### src/ddl_pkg.sv
// Shared constants and types for the debug link access-layer control block.
package ddl_pkg;

    // ========================================================================
    // Register offsets
    localparam logic [3:0] OFS_REV_STATUS = 4'h0;
    localparam logic [3:0] OFS_ERR_STATUS = 4'h1;
    localparam logic [3:0] OFS_PHY_CTRL_A = 4'h2;
    localparam logic [3:0] OFS_PHY_CTRL_B = 4'h3;
    localparam logic [3:0] OFS_KEY_STATUS = 4'h7;
    localparam logic [3:0] OFS_RESET_REQ = 4'h8;
    localparam logic [3:0] OFS_CLK_SELECT = 4'h9;
    localparam logic [3:0] OFS_SYS_CTRL = 4'ha;
    localparam logic [3:0] OFS_SYS_STATUS = 4'hb;
    localparam logic [3:0] OFS_CRC_STATUS = 4'hc;

    // ========================================================================
    // Field positions
    localparam int REV_LSB = 4;
    localparam int PHY_CONTROL_B_DISABLE_BIT = 2;
    localparam int KEY_UROW_BIT = 5;
    localparam int KEY_NVM_BIT = 4;
    localparam int KEY_ERASE_BIT = 3;
    localparam int SYSCTRL_FINAL_BIT = 1;
    localparam int SYSCTRL_SYSTEM_CLOCK_REQUEST_BIT = 0;
    localparam int SYSST_RSTSYS_BIT = 5;
    localparam int SYSST_SLEEP_BIT = 4;
    localparam int SYSST_NVM_BIT = 3;
    localparam int SYSST_UROW_BIT = 2;
    localparam int SYSST_LOCK_BIT = 0;

    // ========================================================================
    // Values after reset and codes
    localparam logic [7:0] RST_PHY_CTRL = 8'h00;
    localparam logic [1:0] RST_CLK_SELECT = 2'h2;
    localparam logic RST_SYSTEM_CLOCK_REQUEST = 1'b1;
    localparam logic [7:0] RESET_SIGNATURE = 8'h59;
    // Revision value is arbitrary.
    localparam logic [3:0] LINK_REVISION = 4'h3;
    localparam int UROW_BYTES = 32;
    localparam logic [4:0] UROW_LAST = 5'h1f;
    localparam int SYNC_STAGES = 2;

    typedef enum logic [1:0] {
        KEY_NONE = 2'b00,
        KEY_ERASE = 2'b01,
        KEY_NVM = 2'b10,
        KEY_UROW = 2'b11
    } ddl_key_e;

    typedef enum logic [2:0] {
        ERR_NONE = 3'h0,
        ERR_PARITY = 3'h1,
        ERR_FRAME = 3'h2,
        ERR_TIMEOUT = 3'h3,
        ERR_CLOCK = 3'h4,
        ERR_CONTENTION = 3'h7
    } ddl_err_e;

    typedef enum logic [2:0] {
        ST_IDLE = 3'b000,
        ST_INRST = 3'b001,
        ST_ACTIVE = 3'b010,
        ST_COPY = 3'b011,
        ST_DONE = 3'b100,
        ST_FINRST = 3'b101
    } ddl_state_e;

    typedef struct packed {
        logic wr;
        logic rd;
        logic [3:0] addr;
        logic [7:0] data;
    } ddl_reg_req_s;

    typedef struct packed {
        logic wr;
        logic rd;
        logic [15:0] addr;
        logic [7:0] data;
    } ddl_mem_req_s;

    typedef struct packed {
        logic sysRstActive;
        logic sysSleep;
        logic lockState;
        logic [2:0] crcStatus;
    } ddl_sys_s;

endpackage

### src/ddl_sync2.sv
// Two-stage synchroniser for levels arriving from the system domain.
`timescale 1ns/1ns
module ddl_sync2 #(
    parameter int WIDTH = 1
) (
    input wire logic clk,
    input wire logic nrst,
    input wire logic ce,
    input wire logic [WIDTH-1:0] din,
    output logic [WIDTH-1:0] dout
);
    logic [WIDTH-1:0] meta_r;

    always_ff @(posedge clk or negedge nrst) begin
        if (!nrst) begin
            meta_r <= '0;
            dout <= '0;
        end else if (ce) begin
            meta_r <= din;
            dout <= meta_r;
        end
    end
endmodule

### src/ddl_access_ctrl.sv
// Access-layer control of the debug link: keys, reset request, user row buffer, status registers.
//
// Overview of operation
// [RL1] - Debugger erases locked part, then enters program key.
// [RL2] - Key, reset signature, then 0x00 releases reset.
// [RL3] - NVM-programming status sets after key and reset.
// [RL4] - After NVM writes, reset cycle ends programming.
// [RL5] - Debugger avoids direct NVM writes while CPU runs.
// [RL6] - User-row key plus reset sets user-row status.
// [RL7] - User-row mode accepts writes to first 32 bytes.
// [RL8] - Completion copies buffered bytes one-to-one into row.
// [RL9] - Final-write bit starts copy; status clears when done.
// [RL10] - Debugger clears user-row key, then resets again.
// [RL11] - User-row mode never returns SRAM read data.
// [RL12] - Every sync rising edge emits an event.
// [RL13] - Link layer stays reachable in all sleep modes.
// [RL14] - Stopped system clock blocks system bus access.
// [RL15] - Sleep status reads set in idle or deeper.
// [RL16] - Clock request, default one, keeps bus usable.
// [RL17] - Registers reachable only through the link port.
// [RL18] - Offsets 0-3 physical layer, 4-C access layer.
// [RL19] - Status bits 7:4 report link revision.
// [RL20] - Error signature latched, cleared by debugger read.
// [RL21] - Reset signature asserts reset; other values release.
`timescale 1ns/1ns
module ddl_access_ctrl (
    input wire logic clk,
    input wire logic nrst,
    input wire logic ce,
    input wire ddl_pkg::ddl_reg_req_s regReq,
    output logic [7:0] regRdData_r,
    output logic regRdValid_r,
    input wire logic keyValid,
    input wire ddl_pkg::ddl_key_e keyId,
    input wire logic errValid,
    input wire ddl_pkg::ddl_err_e errCode,
    input wire logic syncEdge,
    output logic syncEvent_r,
    input wire ddl_pkg::ddl_sys_s sysIn,
    output logic sysResetReq_r,
    output logic sysClockRequest_r,
    output logic sysBusOk_r,
    output logic linkClockReq_r,
    output logic chipEraseStart_r,
    output logic nvmProgramActive_r,
    output logic userRowProgramActive_r,
    output logic [7:0] phyCtrlA_r,
    output logic [7:0] phyCtrlB_r,
    output logic [1:0] linkClkSel_r,
    input wire ddl_pkg::ddl_mem_req_s memReq,
    output ddl_pkg::ddl_mem_req_s ramReq_r,
    output logic memRdBlocked_r,
    output logic rowWrEn_r,
    output logic [4:0] rowAddr_r,
    output logic [7:0] rowData_r
);
    // ========================================================================
    // System domain inputs
    ddl_pkg::ddl_sys_s sysSync;

    ddl_sync2 #(
        .WIDTH($bits(ddl_pkg::ddl_sys_s))
    ) uSysSync (
        .clk(clk),
        .nrst(nrst),
        .ce(ce),
        .din(sysIn),
        .dout(sysSync)
    );

    // ========================================================================
    // Register write and error-read decode
    logic wrRevSt, wrCtrlA, wrCtrlB, wrKey, wrRst, wrClk, wrSys;
    logic rdErr;
    logic disableWr;
    logic rstAssertWr;
    logic rstReleaseWr;
    logic finalWr;

    // Only the link-side register port reaches these registers. [RL17]
    assign wrRevSt = regReq.wr && (regReq.addr == ddl_pkg::OFS_REV_STATUS);
    assign wrCtrlA = regReq.wr && (regReq.addr == ddl_pkg::OFS_PHY_CTRL_A);
    assign wrCtrlB = regReq.wr && (regReq.addr == ddl_pkg::OFS_PHY_CTRL_B);
    assign wrKey = regReq.wr && (regReq.addr == ddl_pkg::OFS_KEY_STATUS);
    assign wrRst = regReq.wr && (regReq.addr == ddl_pkg::OFS_RESET_REQ);
    assign wrClk = regReq.wr && (regReq.addr == ddl_pkg::OFS_CLK_SELECT);
    assign wrSys = regReq.wr && (regReq.addr == ddl_pkg::OFS_SYS_CTRL);
    assign rdErr = regReq.rd && (regReq.addr == ddl_pkg::OFS_ERR_STATUS);
    assign disableWr = wrCtrlB && regReq.data[ddl_pkg::PHY_CONTROL_B_DISABLE_BIT];
    assign rstAssertWr = wrRst && (regReq.data == ddl_pkg::RESET_SIGNATURE); // [RL21]
    assign rstReleaseWr = wrRst && (regReq.data != ddl_pkg::RESET_SIGNATURE); // [RL21] [RL2]
    assign finalWr = wrSys && regReq.data[ddl_pkg::SYSCTRL_FINAL_BIT];

    // ========================================================================
    // Physical layer configuration
    always_ff @(posedge clk or negedge nrst) begin
        if (!nrst) begin
            phyCtrlA_r <= ddl_pkg::RST_PHY_CTRL;
            phyCtrlB_r <= ddl_pkg::RST_PHY_CTRL;
            linkClkSel_r <= ddl_pkg::RST_CLK_SELECT;
        end else if (ce) begin
            if (disableWr) begin
                // Disabling resets control A and clock select; control B takes the whole written byte.
                phyCtrlA_r <= ddl_pkg::RST_PHY_CTRL;
                phyCtrlB_r <= regReq.data;
                linkClkSel_r <= ddl_pkg::RST_CLK_SELECT;
            end else begin
                if (wrCtrlA) begin
                    phyCtrlA_r <= regReq.data; // [RL18]
                end
                if (wrCtrlB) begin
                    phyCtrlB_r <= regReq.data; // [RL18]
                end
                if (wrClk) begin
                    linkClkSel_r <= regReq.data[1:0];
                end
            end
        end
    end

    // The link keeps its own clock whatever the sleep state, unless disabled.
    always_ff @(posedge clk or negedge nrst) begin
        if (!nrst) begin
            linkClockReq_r <= 1'b1;
        end else if (ce) begin
            linkClockReq_r <= !phyCtrlB_r[ddl_pkg::PHY_CONTROL_B_DISABLE_BIT]; // [RL13]
        end
    end

    // ========================================================================
    // Error signature
    logic [2:0] errSig_r;

    always_ff @(posedge clk or negedge nrst) begin
        if (!nrst) begin
            errSig_r <= ddl_pkg::ERR_NONE;
        end else if (ce) begin
            // A new error in the read cycle survives the clear.
            if (errValid) begin
                errSig_r <= errCode; // [RL20]
            end else if (rdErr || disableWr) begin
                errSig_r <= ddl_pkg::ERR_NONE; // [RL20]
            end
        end
    end

    // ========================================================================
    // Reset request and system control
    logic system_clock_request_r;
    logic finalPending_r;

    always_ff @(posedge clk or negedge nrst) begin
        if (!nrst) begin
            sysResetReq_r <= 1'b0;
        end else if (ce) begin
            if (rstAssertWr) begin
                sysResetReq_r <= 1'b1; // [RL21]
            end else if (rstReleaseWr || disableWr) begin
                sysResetReq_r <= 1'b0; // [RL21]
            end
        end
    end

    always_ff @(posedge clk or negedge nrst) begin
        if (!nrst) begin
            system_clock_request_r <= ddl_pkg::RST_SYSTEM_CLOCK_REQUEST;
        end else if (ce && wrSys) begin
            system_clock_request_r <= regReq.data[ddl_pkg::SYSCTRL_SYSTEM_CLOCK_REQUEST_BIT]; // [RL16]
        end
    end

    always_ff @(posedge clk or negedge nrst) begin
        if (!nrst) begin
            sysClockRequest_r <= ddl_pkg::RST_SYSTEM_CLOCK_REQUEST;
            sysBusOk_r <= 1'b0;
        end else if (ce) begin
            sysClockRequest_r <= system_clock_request_r; // [RL16]
            // With the clock requested, sleep is only emulated and the bus stays usable.
            sysBusOk_r <= !sysSync.sysSleep || system_clock_request_r; // [RL14] [RL16]
        end
    end

    // ========================================================================
    // Keys
    logic eraseKey_r, nvmKey_r, urowKey_r;
    ddl_pkg::ddl_state_e state_r, state_nxt;
    logic modeNvm_r, modeNvm_nxt;
    logic eraseDone;

    assign eraseDone = (state_r == ddl_pkg::ST_IDLE) && !sysSync.lockState && !sysResetReq_r;

    always_ff @(posedge clk or negedge nrst) begin
        if (!nrst) begin
            eraseKey_r <= 1'b0;
            nvmKey_r <= 1'b0;
            urowKey_r <= 1'b0;
        end else if (ce) begin
            if (disableWr) begin
                eraseKey_r <= 1'b0;
                nvmKey_r <= 1'b0;
                urowKey_r <= 1'b0;
            end else begin
                if (keyValid && keyId == ddl_pkg::KEY_ERASE) begin
                    eraseKey_r <= 1'b1; // [RL1]
                end else if (eraseKey_r && eraseDone) begin
                    eraseKey_r <= 1'b0;
                end
                // The program key ends with the closing reset cycle.
                if (keyValid && keyId == ddl_pkg::KEY_NVM) begin
                    nvmKey_r <= 1'b1; // [RL1]
                end else if (state_r == ddl_pkg::ST_FINRST && rstReleaseWr && modeNvm_r) begin
                    nvmKey_r <= 1'b0; // [RL4]
                end
                if (keyValid && keyId == ddl_pkg::KEY_UROW) begin
                    urowKey_r <= 1'b1; // [RL6]
                end else if (wrKey && regReq.data[ddl_pkg::KEY_UROW_BIT]) begin
                    urowKey_r <= 1'b0; // [RL10]
                end
            end
        end
    end

    // ========================================================================
    // Programming sequence
    logic [4:0] copyIdx_r;

    always_comb begin
        state_nxt = state_r;
        modeNvm_nxt = modeNvm_r;
        case (state_r)
            ddl_pkg::ST_IDLE: begin
                if (rstAssertWr) begin
                    state_nxt = ddl_pkg::ST_INRST; // [RL2]
                end
            end
            ddl_pkg::ST_INRST: begin
                if (rstReleaseWr) begin
                    // NVM programming needs a cleared lock; user row needs a set one.
                    if (nvmKey_r && !sysSync.lockState) begin
                        state_nxt = ddl_pkg::ST_ACTIVE; // [RL3]
                        modeNvm_nxt = 1'b1;
                    end else if (urowKey_r && sysSync.lockState) begin
                        state_nxt = ddl_pkg::ST_ACTIVE; // [RL6]
                        modeNvm_nxt = 1'b0;
                    end else begin
                        state_nxt = ddl_pkg::ST_IDLE;
                    end
                end
            end
            ddl_pkg::ST_ACTIVE: begin
                if (rstAssertWr) begin
                    state_nxt = ddl_pkg::ST_FINRST; // [RL4]
                end else if (!modeNvm_r && finalWr) begin
                    state_nxt = ddl_pkg::ST_COPY; // [RL9]
                end
            end
            ddl_pkg::ST_COPY: begin
                if (copyIdx_r == ddl_pkg::UROW_LAST) begin
                    state_nxt = ddl_pkg::ST_DONE; // [RL9]
                end
            end
            ddl_pkg::ST_DONE: begin
                if (rstAssertWr) begin
                    state_nxt = ddl_pkg::ST_FINRST; // [RL10]
                end
            end
            ddl_pkg::ST_FINRST: begin
                if (rstReleaseWr) begin
                    state_nxt = ddl_pkg::ST_IDLE; // [RL4]
                end
            end
            default: begin
                state_nxt = ddl_pkg::ST_IDLE;
            end
        endcase
        if (disableWr) begin
            state_nxt = ddl_pkg::ST_IDLE;
        end
    end

    always_ff @(posedge clk or negedge nrst) begin
        if (!nrst) begin
            state_r <= ddl_pkg::ST_IDLE;
            modeNvm_r <= 1'b0;
        end else if (ce) begin
            state_r <= state_nxt;
            modeNvm_r <= modeNvm_nxt;
        end
    end

    always_ff @(posedge clk or negedge nrst) begin
        if (!nrst) begin
            nvmProgramActive_r <= 1'b0;
            userRowProgramActive_r <= 1'b0;
            chipEraseStart_r <= 1'b0;
            finalPending_r <= 1'b0;
        end else if (ce) begin
            nvmProgramActive_r <= (state_nxt == ddl_pkg::ST_ACTIVE) && modeNvm_nxt; // [RL3]
            userRowProgramActive_r <= ((state_nxt == ddl_pkg::ST_ACTIVE) ||
                (state_nxt == ddl_pkg::ST_COPY)) && !modeNvm_nxt; // [RL6] [RL9]
            chipEraseStart_r <= (state_r == ddl_pkg::ST_INRST) && rstReleaseWr && eraseKey_r;
            finalPending_r <= (state_nxt == ddl_pkg::ST_COPY);
        end
    end

    // ========================================================================
    // User row buffer and copy
    logic [7:0] rowBuf [ddl_pkg::UROW_BYTES];
    logic inRowWindow;

    assign inRowWindow = (memReq.addr < 16'(ddl_pkg::UROW_BYTES));

    always_ff @(posedge clk) begin
        if (ce && memReq.wr && userRowProgramActive_r && inRowWindow &&
            state_r == ddl_pkg::ST_ACTIVE) begin
            rowBuf[memReq.addr[4:0]] <= memReq.data; // [RL7]
        end
    end

    always_ff @(posedge clk or negedge nrst) begin
        if (!nrst) begin
            copyIdx_r <= 5'h00;
            rowWrEn_r <= 1'b0;
            rowAddr_r <= 5'h00;
            rowData_r <= 8'h00;
        end else if (ce) begin
            rowWrEn_r <= (state_r == ddl_pkg::ST_COPY);
            if (state_r == ddl_pkg::ST_COPY) begin
                rowAddr_r <= copyIdx_r; // [RL8]
                rowData_r <= rowBuf[copyIdx_r]; // [RL8]
                copyIdx_r <= copyIdx_r + 5'h01;
            end else begin
                copyIdx_r <= 5'h00;
            end
        end
    end

    // ========================================================================
    // Memory path towards the system bus
    always_ff @(posedge clk or negedge nrst) begin
        if (!nrst) begin
            ramReq_r <= '0;
            memRdBlocked_r <= 1'b0;
        end else if (ce) begin
            ramReq_r <= memReq;
            // Out-of-window user-row writes are dropped without any error reply.
            ramReq_r.wr <= memReq.wr && sysBusOk_r &&
                (!userRowProgramActive_r || inRowWindow); // [RL7] [RL14]
            // Reads during user-row mode would leak SRAM on a locked part.
            ramReq_r.rd <= memReq.rd && sysBusOk_r && !userRowProgramActive_r; // [RL11] [RL14]
            memRdBlocked_r <= memReq.rd && userRowProgramActive_r; // [RL11]
        end
    end

    // ========================================================================
    // Sync edge event
    always_ff @(posedge clk or negedge nrst) begin
        if (!nrst) begin
            syncEvent_r <= 1'b0;
        end else if (ce) begin
            syncEvent_r <= syncEdge; // [RL12]
        end
    end

    // ========================================================================
    // Register read
    logic [7:0] rdMux;

    always_comb begin
        rdMux = 8'h00;
        case (regReq.addr)
            ddl_pkg::OFS_REV_STATUS: rdMux[7:ddl_pkg::REV_LSB] = ddl_pkg::LINK_REVISION; // [RL19]
            ddl_pkg::OFS_ERR_STATUS: rdMux[2:0] = errSig_r; // [RL20]
            ddl_pkg::OFS_PHY_CTRL_A: rdMux = phyCtrlA_r;
            ddl_pkg::OFS_PHY_CTRL_B: rdMux = phyCtrlB_r;
            ddl_pkg::OFS_KEY_STATUS: begin
                rdMux[ddl_pkg::KEY_UROW_BIT] = urowKey_r;
                rdMux[ddl_pkg::KEY_NVM_BIT] = nvmKey_r;
                rdMux[ddl_pkg::KEY_ERASE_BIT] = eraseKey_r;
            end
            ddl_pkg::OFS_RESET_REQ: rdMux[0] = sysResetReq_r; // [RL21]
            ddl_pkg::OFS_CLK_SELECT: rdMux[1:0] = linkClkSel_r;
            ddl_pkg::OFS_SYS_CTRL: begin
                rdMux[ddl_pkg::SYSCTRL_FINAL_BIT] = finalPending_r;
                rdMux[ddl_pkg::SYSCTRL_SYSTEM_CLOCK_REQUEST_BIT] = system_clock_request_r;
            end
            ddl_pkg::OFS_SYS_STATUS: begin
                rdMux[ddl_pkg::SYSST_RSTSYS_BIT] = sysSync.sysRstActive;
                rdMux[ddl_pkg::SYSST_SLEEP_BIT] = sysSync.sysSleep; // [RL15]
                rdMux[ddl_pkg::SYSST_NVM_BIT] = nvmProgramActive_r; // [RL3]
                rdMux[ddl_pkg::SYSST_UROW_BIT] = userRowProgramActive_r; // [RL6] [RL9]
                rdMux[ddl_pkg::SYSST_LOCK_BIT] = sysSync.lockState;
            end
            ddl_pkg::OFS_CRC_STATUS: rdMux[2:0] = sysSync.crcStatus;
            default: rdMux = 8'h00;
        endcase
    end

    always_ff @(posedge clk or negedge nrst) begin
        if (!nrst) begin
            regRdData_r <= 8'h00;
            regRdValid_r <= 1'b0;
        end else if (ce) begin
            regRdValid_r <= regReq.rd;
            if (regReq.rd) begin
                regRdData_r <= rdMux; // [RL18]
            end
        end
    end

    // Writes to the revision register are accepted but have no effect.
    logic unusedRevWr;
    assign unusedRevWr = wrRevSt;

endmodule

### config.mk
export PLATFORM = sky130hd
export DESIGN_NAME = ddl_access_ctrl
export DESIGN_NICKNAME = d
export VERILOG_FILES = /design/src/ddl_pkg.sv /design/src/ddl_sync2.sv /design/src/ddl_access_ctrl.sv
export SDC_FILE = /design/constraint.sdc
export NUM_CORES = 1
export LEC_CHECK = 0
export CAP_MARGIN = 20
export CORE_MARGIN = 1.5
export CORE_UTILIZATION = 62
export CTS_BUF_LIST = sky130_fd_sc_hd__clkbuf_8
export CTS_CLUSTER_DIAMETER = 150
export CTS_CLUSTER_SIZE = 8
export DETAILED_ROUTE_END_ITERATION = 6
export DONT_BUFFER_PORTS = 1
export MAX_ROUTING_LAYER = met4
export PLACE_DENSITY = 0.78
export SYNTH_ARGS = -nofsm -noshare
export SYNTH_HDL_FRONTEND = slang
export SYNTH_SLANG_ARGS = --single-unit
export TNS_END_PERCENT = 20
### constraint.sdc
create_clock -name clk -period 2.83 [get_ports clk]
set_input_delay 0.566 -clock clk [delete_from_list [all_inputs] [get_ports clk]]
set_output_delay 0.566 -clock clk [all_outputs]
set_load 0.01 [all_outputs]
# [After elaboration in Yosys (flattened, before gate mapping)]
# Memory sizes are Yosys's and may differ from the RTL's. A register that Yosys moved wholly into a read port is not among the register bits.
# Index checks and enable logic that the tools add are counted.
# Widths: inputs -> output; s select.
[classes] order_cmp=1 div_mod_pow=0 eq_ne=22 bitwise_logic=0 shifts=0 muxes=43 addsub=1 n_mul=0 n_reduce_logical=70
[ops] cell="$logic_and 1x1->1" count=37
[ops] cell="$mux 8" count=4
[ops] cell="$mux 3" count=10
[ops] cell="$eq 4x4->1 const B" count=5
[ops] cell="$reduce_and 2->1" count=10
[ops] cell="$pmux 3 s6" count=1
[ops] cell="$mux 1" count=17
[ops] cell="$lt 16x6->1 const B" count=1
[ops] cell="$eq 3x2->1 const B" count=4
[ops] cell="$pmux 2 s5" count=1
[ops] cell="$reduce_bool 2->1" count=5
[ops] cell="$reduce_bool 3->1" count=3
[ops] cell="$eq 4x2->1 const B" count=2
[ops] cell="$eq 8x7->1 const B" count=1
[ops] cell="$logic_not 1->1" count=8
[ops] cell="$mux 2" count=4
[ops] cell="$ne 8x7->1 const B" count=1
[ops] cell="$pmux 1 s8" count=1
[ops] cell="$eq 3x3->1 const B" count=2
[ops] cell="$pmux 1 s6" count=1
[ops] cell="$add 5x1->5 const B" count=1
[ops] cell="$eq 5x5->1 const B" count=1
[ops] cell="$logic_or 1x1->1" count=5
[ops] cell="$mux 5" count=1
[ops] cell="10 further kinds" count=11
[totals] inputBits=57 memories=1 regBits=97 mem_bits_ro=0 ram_bits=256 word_cells=169 latchBits=0
[mem_list] name="rowBuf" depth=32 width=8 read_ports=1 rd_clocked_by_memory_dff=1 write_ports=1 line="ddl_access_ctrl.sv:308" rtl="logic [7:0] rowBuf [ddl_pkg::UROW_BYTES];"

# [Longest topological paths before layout]
# Gate-level depths: netlist of the first run.
[depth] ltp_word=11 depth_mapped=9 mapped_depth_nobuf=7

# [Cells and area by module]
# Synthesis of the first run repeated with hierarchy kept, for this count alone.
[hier_totals] cells_unflattened=940 hier_area_um2=14940.6
[modules_own_cells] mod="ddl_access_ctrl" instances=1 cells_each=915 area_per_inst_um2=14456.4
[modules_own_cells] mod="ddl_sync2" instances=1 cells_each=25 area_per_inst_um2=484.2

# [Worst setup path after synthesis of the first run]
# No wires, ideal clock.
[synth_path] kind="input port to flip-flop" startpoint="input ce" endpoint="memory rowBuf[28][0], enable pin" path_slack_ns=0.374 path_stages=6 t_required_ns=2.460 arrival_time_ns=2.086 path_cell_list="clkbuf_1 nand2_1 or4_1 nor3_2 nand3_1 nor2_1"
[synth_between] elab_chain_len=6
[synth_lines] item="start, declared" line="ddl_access_ctrl.sv:29" rtl="input wire logic ce,"
[synth_lines] item="$logic_and 1x1->1 (4 in a row)" line="ddl_access_ctrl.sv:314" rtl="if (ce && memReq.wr && userRowProgramActive_r && inRowWindow &&"
[synth_lines] item="$mux 1" line="ddl_access_ctrl.sv:314"
[synth_lines] item="$mux 1 (not written as such)" line="ddl_access_ctrl.sv:316" rtl="rowBuf[memReq.addr[4:0]] <= memReq.data;"
[synth_lines] item="end, declared" line="ddl_access_ctrl.sv:308"
# Every way passes these cells.

==> results.sh, run 1 <==
export IMPL_synth_commonest_cells="edfxtp_1 (256), dfrtp_1 (101), nand2_1 (81)"
export IMPL_antenna_found_initial=0
export IMPL_drive_gt1_share_pct=23.2
export IMPL_avgViaCountPerCell=6.49
export IMPL_synthesis_area_sq_um=15000
export IMPL_run_status="completed"
export IMPL_synthArstFlopShare_pct=29.1
export IMPL_avgSynthCellArea_sq_um=15.9
export IMPL_cts_path_max_buffers=3
export IMPL_synth_edf_count=256
export IMPL_timing_setup_tns_ns=0
export IMPL_multiInputGateArea_sq_um=4280
export IMPL_synth_compound_area_share_pct=7.55
export IMPL_critPathRequiredTime_ns=3.31
export IMPL_setup_viol=0
export IMPL_yosysWarnings=0
export IMPL_synth_area_mux_share_pct=14.4
export IMPL_netlist_instances=942
export IMPL_clock_sinks=361
export IMPL_synth_cell_types=71
export IMPL_drt_wl_total_um=35000
export IMPL_dieArea_sq_um=25100
export IMPL_yosys_area_share_simple_pct=6.45
export IMPL_end_kind="flop"
export IMPL_grt_pass1_wl_um=52100
export IMPL_utilization_pct=69.7
export IMPL_maxCapViolCount=0
export IMPL_p_switching_mw=2.52
export IMPL_cts_tree="built"
export IMPL_antenna_diode_count=0
export IMPL_reg2reg_slack_ns=0.51
export IMPL_start_kind="flop"
export IMPL_synth_seq_cells=361
export IMPL_maxSlewHeadroom_pct=51.5
export IMPL_rsz0062_at_grt="no"
export IMPL_worstPathCellList="buf_4, buf_4, mux2i_1, a221oi_2, a221oi_2, o21bai_1, a22o_1"
export IMPL_grt_usage_pct=29.7
export IMPL_cts_root_buf="clkbuf_8"
export IMPL_slowest_stage="dfrtp_4"
export IMPL_reg2reg_depth=7
export IMPL_slew_violations=0
export IMPL_post_cts_buffers=0
export IMPL_drc=0
export IMPL_min_path_cells=0
export IMPL_fin_nets=1059
export IMPL_ant_nets=0
export IMPL_final_setup_worst_slack_ns=0.511
export IMPL_worstPathArrival_ns=2.80
export IMPL_total_leakage_power_nw=5.85
export IMPL_max_freq_mhz=431
export IMPL_start_util_pct=63.5
export IMPL_portBuffers=0
export IMPL_r2r_start="copyIdx_r[0]"
export IMPL_yosysTopAreaCellShare_pct=51.3
export IMPL_power_frac_comb_pct=6.2
export IMPL_worst_skew_pair_late_latency_ns=0.59
export IMPL_yosysSeqAreaShare_pct=68.8
export IMPL_synth_top_family_by_area="multiplexers"
export IMPL_rows=56
export IMPL_swShare_pct=24.2
export IMPL_cts_buffers=51
export IMPL_p_seq_share_pct=59.8
export IMPL_grt_ovfl_total=0
export IMPL_hold_path_endpoint="rowBuf[14][0]"
export IMPL_grt_max_degree=106
export IMPL_period_minus_slack_ns=2.32
export IMPL_vias=8824
export IMPL_drt_first_pass_iters=5
export IMPL_initialDrtViolationCount=1061
export IMPL_ioPinCount=133
export IMPL_core_sq_um=23600
export IMPL_finClkSkew_ns=0.0317
export IMPL_yosys_top_cells_area="edfxtp_1 (51%), dfrtp_1 (17%), mux4_2 (5.6%), mux2_2 (4.3%), mux2i_1 (3.7%)"
export IMPL_synth_nets=1001
export IMPL_synthAdderAreaFrac_pct=0.167
export IMPL_intPower_mw=7.92
export IMPL_ys_flop_type="edfxtp_1"
export IMPL_r2r_end="rowData_r[0]"
export IMPL_register_area_sq_um=10300
export IMPL_period_share_pct=81.9
export IMPL_hold_viol=0
export IMPL_clkPwrFrac_pct=34.0
export IMPL_grt_pass1_vias=8653
export IMPL_ir_drop_mv=0.437
export IMPL_crit_type="flop to flop"
export IMPL_yosys_area_top_type="edfxtp_1"
export IMPL_critical_path_max_stage_delay_ns=0.67
export IMPL_area_delta_synth_final_pct=9.81
export IMPL_synth_xor_area_share_pct=0
export IMPL_worst_pin_slew_ns=0.724
export IMPL_place_congestion=0.887
export IMPL_yosysMostFrequentCell="edfxtp_1"
export IMPL_dieHeight_um=159
export IMPL_htreeDepth=2
export IMPL_p_per_area_nw_per_um2=634
export IMPL_wl_per_cell_um=25.8
export IMPL_hp_start="memReq[0]"
export IMPL_place_ws_ns=0.465
export IMPL_hp_class="input pin to flop"
export IMPL_critical_path_max_fanout=22
export IMPL_fillers=1541
export IMPL_hpwlAfterDp_um=22700
export IMPL_die_w_um=159
export IMPL_clk_pin_slew_ns=0.07
[worst max-delay path, delay by kind of cell, from the launching register on]
family / cells / cell delay [ns]
AOI/OAI and AO/OA: 4 / 0.70
buffers and inverters: 2 / 0.53
DFF: 1 / 0.67
muxes: 1 / 0.33
[power groups by stage]
| stage | logic, mW | registers, mW | clock network (mW) |
|---|---|---|---|
| finish | 0.647 | 6.25 | 3.55 |
| global route | 0.712 | 6.27 | 3.82 |
| CTS | 0.647 | 6.24 | 3.60 |
| detailed placement | 0.609 | 6.34 | 0 |
| global placement | 0.591 | 6.34 | 0 |
| floorplan | 0.549 | 6.22 | 0 |
[kinds of logic after synthesis]
group	count (synthesis)
AOI/OAI and AO/OA	149
DFF	361
and+or+nand+nor	202
adders and majority gates	2
buffers and inverters	74
muxes	154
[worst max path at each step]
stage,start,endpoint,slack (ns),cells past startpoint
floorplan,ce,rowBuf[28][0],0.37,6
global placement,memReq[21],rowBuf[11][1],0.44,7
detailed placement,memReq[22],rowBuf[11][2],0.46,7
CTS,copyIdx_r[0],rowData_r[0],0.51,7
global route,copyIdx_r[0],rowData_r[0],0.42,7
finish,copyIdx_r[0],rowData_r[0],0.51,7
[area by class of cell]
type | instances | share of cell area [%]
well taps | 319 | 2.42
multi-input cells | 507 | 26.0
inverters | 17 | 0.388
repair buffers | 62 | 3.04
clock inverters | 43 | 1.14
flip-flops and latches | 361 | 62.7
clock buffers | 51 | 4.26
[state kept, by name (all words and copies together) (netlist names), 3 cells and up]
signal,count
errSig_r,3
ramReq_r,26
regRdData_r,8
rowAddr_r,5
phyCtrlB_r,8
phyCtrlA_r,8
uSysSync.dout,6
copyIdx_r,5
uSysSync.meta_r,6
state_r,3
rowData_r,8
rowBuf,256
[cell usage in the layout (no fill, tap or decap), types with 12 or more instances in the layout]
| cell type | count |
|---|---|
| o21ai_1 | 15 |
| a221oi_2 | 12 |
| nor2_1 | 49 |
| mux2_2 | 57 |
| dfrtp_1 | 99 |
| buf_4 | 59 |
| clkbuf_8 | 51 |
| mux2i_1 | 55 |
| mux4_2 | 37 |
| nand3_1 | 16 |
| inv_1 | 55 |
| o21ai_0 | 21 |
| nand2_1 | 81 |
| a21oi_1 | 22 |
| edfxtp_1 | 256 |
[per-stage QoR]
stage	hold slack, ns	cell area (sq um)	total power [mW]	cells
after floorplan	0.270	15000	6.77	942
after global placement	0.272	15500	6.93	1264
after detailed placement	0.272	15500	6.95	1264
after CTS	0.0440	16500	10.5	1360
after global routing	0.0452	16500	10.8	1360
final	0.0728	16500	10.4	1360
[routing by layer]
layer  track usage [%]  routed length (um)  vias up
met5                 -                   0        -
met4              9.92                 978        0
met3              6.80                3530       79
met2              42.9               16500      517
met1              42.4               14000     4451
li1                  -                   -     3777
[repair_timing]
item	4_1_cts	5_1_grt
hold endpoints to repair	105	0
resized for setup	0	0
hold buffers	2	0
Note: power is estimated with default switching activity, not from simulation.
==> inputs of run 2 (changes only) <==
- ABC_AREA: default -> 1
- CORE_UTILIZATION: 62 -> 59
- clock period: 2.83 -> 2.1 ns (I/O delays scaled with it)
==> results.sh, run 2 <==
export IMPL_finClkSkew_ns=0.0227
export IMPL_synth_edf_count=256
export IMPL_hold_viol=105
export IMPL_maxSlewHeadroom_pct=56.6
export IMPL_crit_start="copyIdx_r[0]"
export IMPL_utilization_pct=67.7
export IMPL_synth_compound_area_share_pct=9.23
export IMPL_yosys_top_cells_area="edfxtp_1 (51%), dfrtp_1 (17%), nand2_1 (10%), nor2_1 (3.6%), o21ai_0 (3.6%)"
export IMPL_period_minus_slack_ns=2.01
export IMPL_slew_violations=0
export IMPL_yosys_area_share_simple_pct=17.5
export IMPL_grt_pass1_vias=10600
export IMPL_yosysMostFrequentCell="nand2_1"
export IMPL_maxCapViolCount=0
export IMPL_hp_class="input pin to async pin"
export IMPL_yosysWarnings=0
export IMPL_r2r_end="rowData_r[2]"
export IMPL_cts_tree="built"
export IMPL_timing_setup_tns_ns=0
export IMPL_drive_gt1_share_pct=10.7
export IMPL_clk_pin_slew_ns=0.06
export IMPL_place_ws_ns=-0.0392
export IMPL_rsz0062_at_grt="yes"
export IMPL_clock_sinks=361
export IMPL_area_delta_synth_final_pct=13.5
export IMPL_drt_first_pass_iters=5
export IMPL_final_setup_worst_slack_ns=0.0918
export IMPL_r2r_start="copyIdx_r[0]"
export IMPL_run_status="finished with violations"
export IMPL_reg2reg_slack_ns=0.09
export IMPL_synth_top_family_by_area="simple AND/OR/NAND/NOR gates"
export IMPL_ant_nets=0
export IMPL_slowest_stage="dfrtp_4"
export IMPL_critical_path_max_fanout=51
export IMPL_place_congestion=0.950
export IMPL_worst_pin_slew_ns=0.649
export IMPL_grt_max_degree=106
export IMPL_initialDrtViolationCount=1363
export IMPL_avgViaCountPerCell=5.96
export IMPL_core_sq_um=25000
export IMPL_dieHeight_um=162
export IMPL_cp_num_buf_inv=2
export IMPL_synth_cell_types=38
export IMPL_critical_path_max_stage_delay_ns=0.56
export IMPL_ir_drop_mv=0.630
export IMPL_synth_commonest_cells="nand2_1 (398), edfxtp_1 (256), nor2_1 (145)"
export IMPL_grt_pass1_wl_um=60100
export IMPL_netlist_instances=1393
export IMPL_worstPathArrival_ns=2.53
export IMPL_finalPower_mw=14.5
export IMPL_worstPathCellList="clkinv_2, buf_12, nand2_1, nand3_1, nand2_1, a31oi_1, o21ai_1, nand2_1, nand2_1, nand3_1"
export IMPL_die_w_um=162
export IMPL_fin_nets=1538
export IMPL_end_kind="flop"
export IMPL_synth_xor_area_share_pct=0.0587
export IMPL_vias=11000
export IMPL_violations="hold timing"
export IMPL_cts_buffers=51
export IMPL_total_leakage_power_nw=6.84
export IMPL_grt_ovfl_total=0
export IMPL_hpwlAfterDp_um=24600
export IMPL_largest_reg_flops=256
export IMPL_final_common_cell="nand2_1"
export IMPL_p_per_area_nw_per_um2=857
export IMPL_dieArea_sq_um=26300
export IMPL_cts_root_buf="clkbuf_8"
export IMPL_worst_skew_pair_late_latency_ns=0.58
export IMPL_yosys_area_top_type="edfxtp_1"
export IMPL_grt_usage_pct=31.4
export IMPL_reg2reg_depth=10
export IMPL_htreeDepth=2
export IMPL_cts_hold_buffers_added=36
export IMPL_max_freq_mhz=498
export IMPL_yosysTopAreaCellShare_pct=51.5
export IMPL_wl_per_cell_um=21.3
export IMPL_synth_seq_cells=361
export IMPL_avgSynthCellArea_sq_um=10.7
export IMPL_synth_nets=1452
export IMPL_start_kind="flop"
export IMPL_endpoint="rowData_r[2]"
export IMPL_synthArstFlopShare_pct=29.1
export IMPL_setup_viol=0
export IMPL_synthesis_area_sq_um=14900
export IMPL_final_cell_mix="nand2_1 (398), edfxtp_1 (256), nor2_1 (144)"
export IMPL_portBuffers=0
export IMPL_antenna_diode_count=0
export IMPL_start_util_pct=59.6
export IMPL_crit_type="flop to flop"
export IMPL_drc=0
export IMPL_period_share_pct=95.6
export IMPL_crit_cells=10
export IMPL_crit_family="flip-flops"
export IMPL_cts_path_max_buffers=3
export IMPL_yosysSeqAreaShare_pct=69.1
export IMPL_rows=58
export IMPL_ys_flop_type="edfxtp_1"
export IMPL_drt_wl_total_um=39500
export IMPL_antenna_found_initial=0
export IMPL_ioPinCount=133
export IMPL_cp_common_cell="nand2_1"
export IMPL_critPathRequiredTime_ns=2.62
export IMPL_synth_area_mux_share_pct=0
export IMPL_hold_ws_ns=-0.463
export IMPL_synthAdderAreaFrac_pct=0.168
run 2: changes by cell type after synthesis, moves of 37 or more:
cell and delta:
o21ai_0 +85, nand3_1 +46, mux2_2 -57, mux2i_1 -55
inv_1 +41, nand2_1 +317, nor2_1 +96, o21ai_1 +51
mux4_2 -37
run 2: cell families after synthesis:
family / Yosys count
xor+xnor: 1
flops: 361
buf+inv: 132
simple gates: 637
fa+ha+maj: 2
compound gates: 260
run 2: repair_timing:
action / 4_1_cts / 5_1_grt
setup buffers: 0 / 0
setup endpoints to repair: 0 / 45
hold endpoints to repair: 405 / 105
resized for setup: 0 / 4
run 2: worst min-delay path by stage:
stage | from | end | slack, ns | cells past startpoint
after global routing | nrst | phyCtrlA_r[0] | -0.50 | 0
after floorplan | nrst | chipEraseStart_r | 0.12 | 0
after global placement | nrst | ramReq_r[16] | 0.13 | 0
after detailed placement | nrst | ramReq_r[14] | 0.13 | 0
after CTS | nrst | phyCtrlB_r[0] | -0.49 | 0
final | nrst | ramReq_r[14] | -0.46 | 0
run 2: final cells by class:
class                      count  area (sq um)
sequential                   361         10300
timing repair buffer          97          1020
clock inverter                43           175
fill                        1759          8100
tap                          330           413
clock buffer                  52           716
multi-input combinational    900          4030
inverter                      68           263
run 2: metrics by stage:
| stage | cells | cell area (sq um) |
|---|---|---|
| floorplan | 1393 | 14900 |
| global placement | 1719 | 15600 |
| detailed placement | 1719 | 15600 |
| CTS | 1850 | 16900 |
| global route | 1851 | 16900 |
| finish | 1851 | 16900 |
run 2: metal layers:
metal	part of all wire [%]	GRT usage (%)	wire [um]
met4	2.2	8.59	878
met2	47	47.2	18400
met1	39	43.5	15300
met3	13	7.58	4980
met5	0	-	0
run 2: where the power goes:
part           leakage (nW)  switching [mW]  internal (mW)
sequential             3.62           0.406           7.96
clock                 0.596            2.53           2.30
combinational          2.62           0.871          0.448
total                  6.84            3.81           10.7
==> inputs of run 3 (changes only) <==
- clock period: 2.1 -> 1.7 ns (I/O delays scaled with it)
==> results.sh, run 3 (synthesized netlist as in run 2, its figures left out) <==
export IMPL_run_status="finished with violations"
export IMPL_violations="hold timing, setup timing"
export IMPL_wl_per_cell_um=23.1
export IMPL_utilization_pct=74.3
export IMPL_hold_viol=105
export IMPL_cts_tree="built"
export IMPL_period_share_pct=110
export IMPL_worst_pin_slew_ns=0.600
export IMPL_maxSlewHeadroom_pct=59.8
export IMPL_worstPathCellList="buf_12, buf_12, buf_6, o21ai_2, o22ai_2, o21ai_2, nand2_1, nand2_1, nand3_2"
export IMPL_ant_nets=0
export IMPL_total_leakage_power_nw=7.42
export IMPL_grt_pass1_vias=11500
export IMPL_dieArea_sq_um=26300
export IMPL_largest_reg_flops=256
export IMPL_hold_ws_ns=-0.536
export IMPL_crit_type="flop to flop"
export IMPL_antenna_diode_count=0
export IMPL_ir_drop_mv=0.655
export IMPL_clk_pin_slew_ns=0.07
export IMPL_drc=0
export IMPL_area_delta_synth_final_pct=24.5
export IMPL_p_per_area_nw_per_um2=1010
export IMPL_grt_usage_pct=33.2
export IMPL_avgViaCountPerCell=6.11
export IMPL_finClkSkew_ns=0.0254
export IMPL_critPathRequiredTime_ns=2.16
export IMPL_max_freq_mhz=537
export IMPL_start_kind="flop"
export IMPL_drt_first_pass_iters=6
export IMPL_ioPinCount=133
export IMPL_timing_setup_tns_ns=-6.72
export IMPL_fillers=1550
export IMPL_crit_cells=9
export IMPL_place_congestion=0.937
export IMPL_start_util_pct=59.6
export IMPL_die_w_um=162
export IMPL_crit_family="flip-flops"
export IMPL_final_setup_worst_slack_ns=-0.162
export IMPL_endpoint="rowData_r[3]"
export IMPL_worst_skew_pair_late_latency_ns=0.58
export IMPL_setup_viol=164
export IMPL_critical_path_max_fanout=7
export IMPL_slowest_stage="dfrtp_4"
export IMPL_core_sq_um=25000
export IMPL_hpwlAfterDp_um=24800
export IMPL_reg2reg_depth=9
export IMPL_slew_violations=0
export IMPL_rsz0062_at_grt="yes"
export IMPL_portBuffers=0
export IMPL_cts_path_max_buffers=3
export IMPL_grt_pass1_wl_um=63100
export IMPL_final_common_cell="nand2_1"
export IMPL_rows=58
export IMPL_fin_area_sq_um=18600
export IMPL_grt_ovfl_total=0
export IMPL_end_kind="flop"
export IMPL_initialDrtViolationCount=1315
export IMPL_antenna_found_initial=0
export IMPL_dp_cells=1754
export IMPL_period_minus_slack_ns=1.86
export IMPL_dieHeight_um=162
export IMPL_cts_buffers=51
export IMPL_clock_sinks=361
export IMPL_stdcell_count=1919
export IMPL_htreeDepth=2
export IMPL_maxCapViolCount=0
export IMPL_worstPathArrival_ns=2.32
export IMPL_critical_path_max_stage_delay_ns=0.51
export IMPL_hp_class="input pin to async pin"
export IMPL_reg2reg_slack_ns=-0.16
export IMPL_r2r_start="copyIdx_r[0]"
export IMPL_crit_start="copyIdx_r[0]"
export IMPL_drt_wl_total_um=44300
export IMPL_cts_root_buf="clkbuf_8"
export IMPL_placed_cell_area_sq_um=15900
export IMPL_fin_nets=1610
export IMPL_grt_max_degree=106
export IMPL_final_cell_mix="nand2_1 (381), edfxtp_1 (256), nor2_1 (102)"
export IMPL_vias=11700
export IMPL_cp_num_buf_inv=3
export IMPL_drive_gt1_share_pct=20.6
export IMPL_place_ws_ns=-0.458
export IMPL_r2r_end="rowData_r[3]"
run 3: layout make-up:
| cell class | instances | area, sq um | area share (%) |
|---|---|---|---|
| clock buffers | 53 | 729 | 3.92 |
| clock inverters | 38 | 148 | 0.794 |
| inverters | 68 | 270 | 1.45 |
| multi-input cells | 900 | 4640 | 25.0 |
| flip-flops and latches | 361 | 10300 | 55.5 |
| well taps | 330 | 413 | 2.22 |
| repair buffers | 167 | 2040 | 11.0 |
| repair inverters | 2 | 25.0 | 0.135 |
run 3: per-stage QoR:
stage	total power, mW	hold slack [ns]
final	18.8	-0.536
after global routing	19.3	-0.568
after floorplan	11.4	0.0444
after CTS	18.2	-0.568
after global placement	11.9	0.0466
after detailed placement	11.9	0.0468
run 3: how the worst min path moves through the flow:
stage,startpoint,endpoint,slack [ns]
2_1_floorplan,nrst,chipEraseStart_r,0.04
3_3_place_gp,nrst,ramReq_r[16],0.05
3_5_place_dp,nrst,ramReq_r[16],0.05
4_1_cts,nrst,ramReq_r[14],-0.57
5_1_grt,nrst,errSig_r[1],-0.57
6_report,nrst,sysResetReq_r,-0.54
run 3: timing repair:
| item | CTS | global route |
|---|---|---|
| cloned | 2 | 13 |
| setup buffers | 6 | 6 |
| setup endpoints to repair | 266 | 269 |
| endpoints found under the hold margin | 426 | 106 |
| hold buffers | 49 | 1 |
| resized for setup | 110 | 106 |
| pin swaps | 8 | 25 |
run 3: layer usage:
metal,GRT usage [%],share of wire (%)
met2,52.3,47
met4,13.5,4.6
met5,-,0
met3,6.95,13
met1,42.5,35
run 3: where the power goes:
| part | internal, mW | switching, mW |
|---|---|---|
| Clock | 2.87 | 3.20 |
| Combinational | 0.969 | 1.38 |
| Sequential | 9.83 | 0.507 |
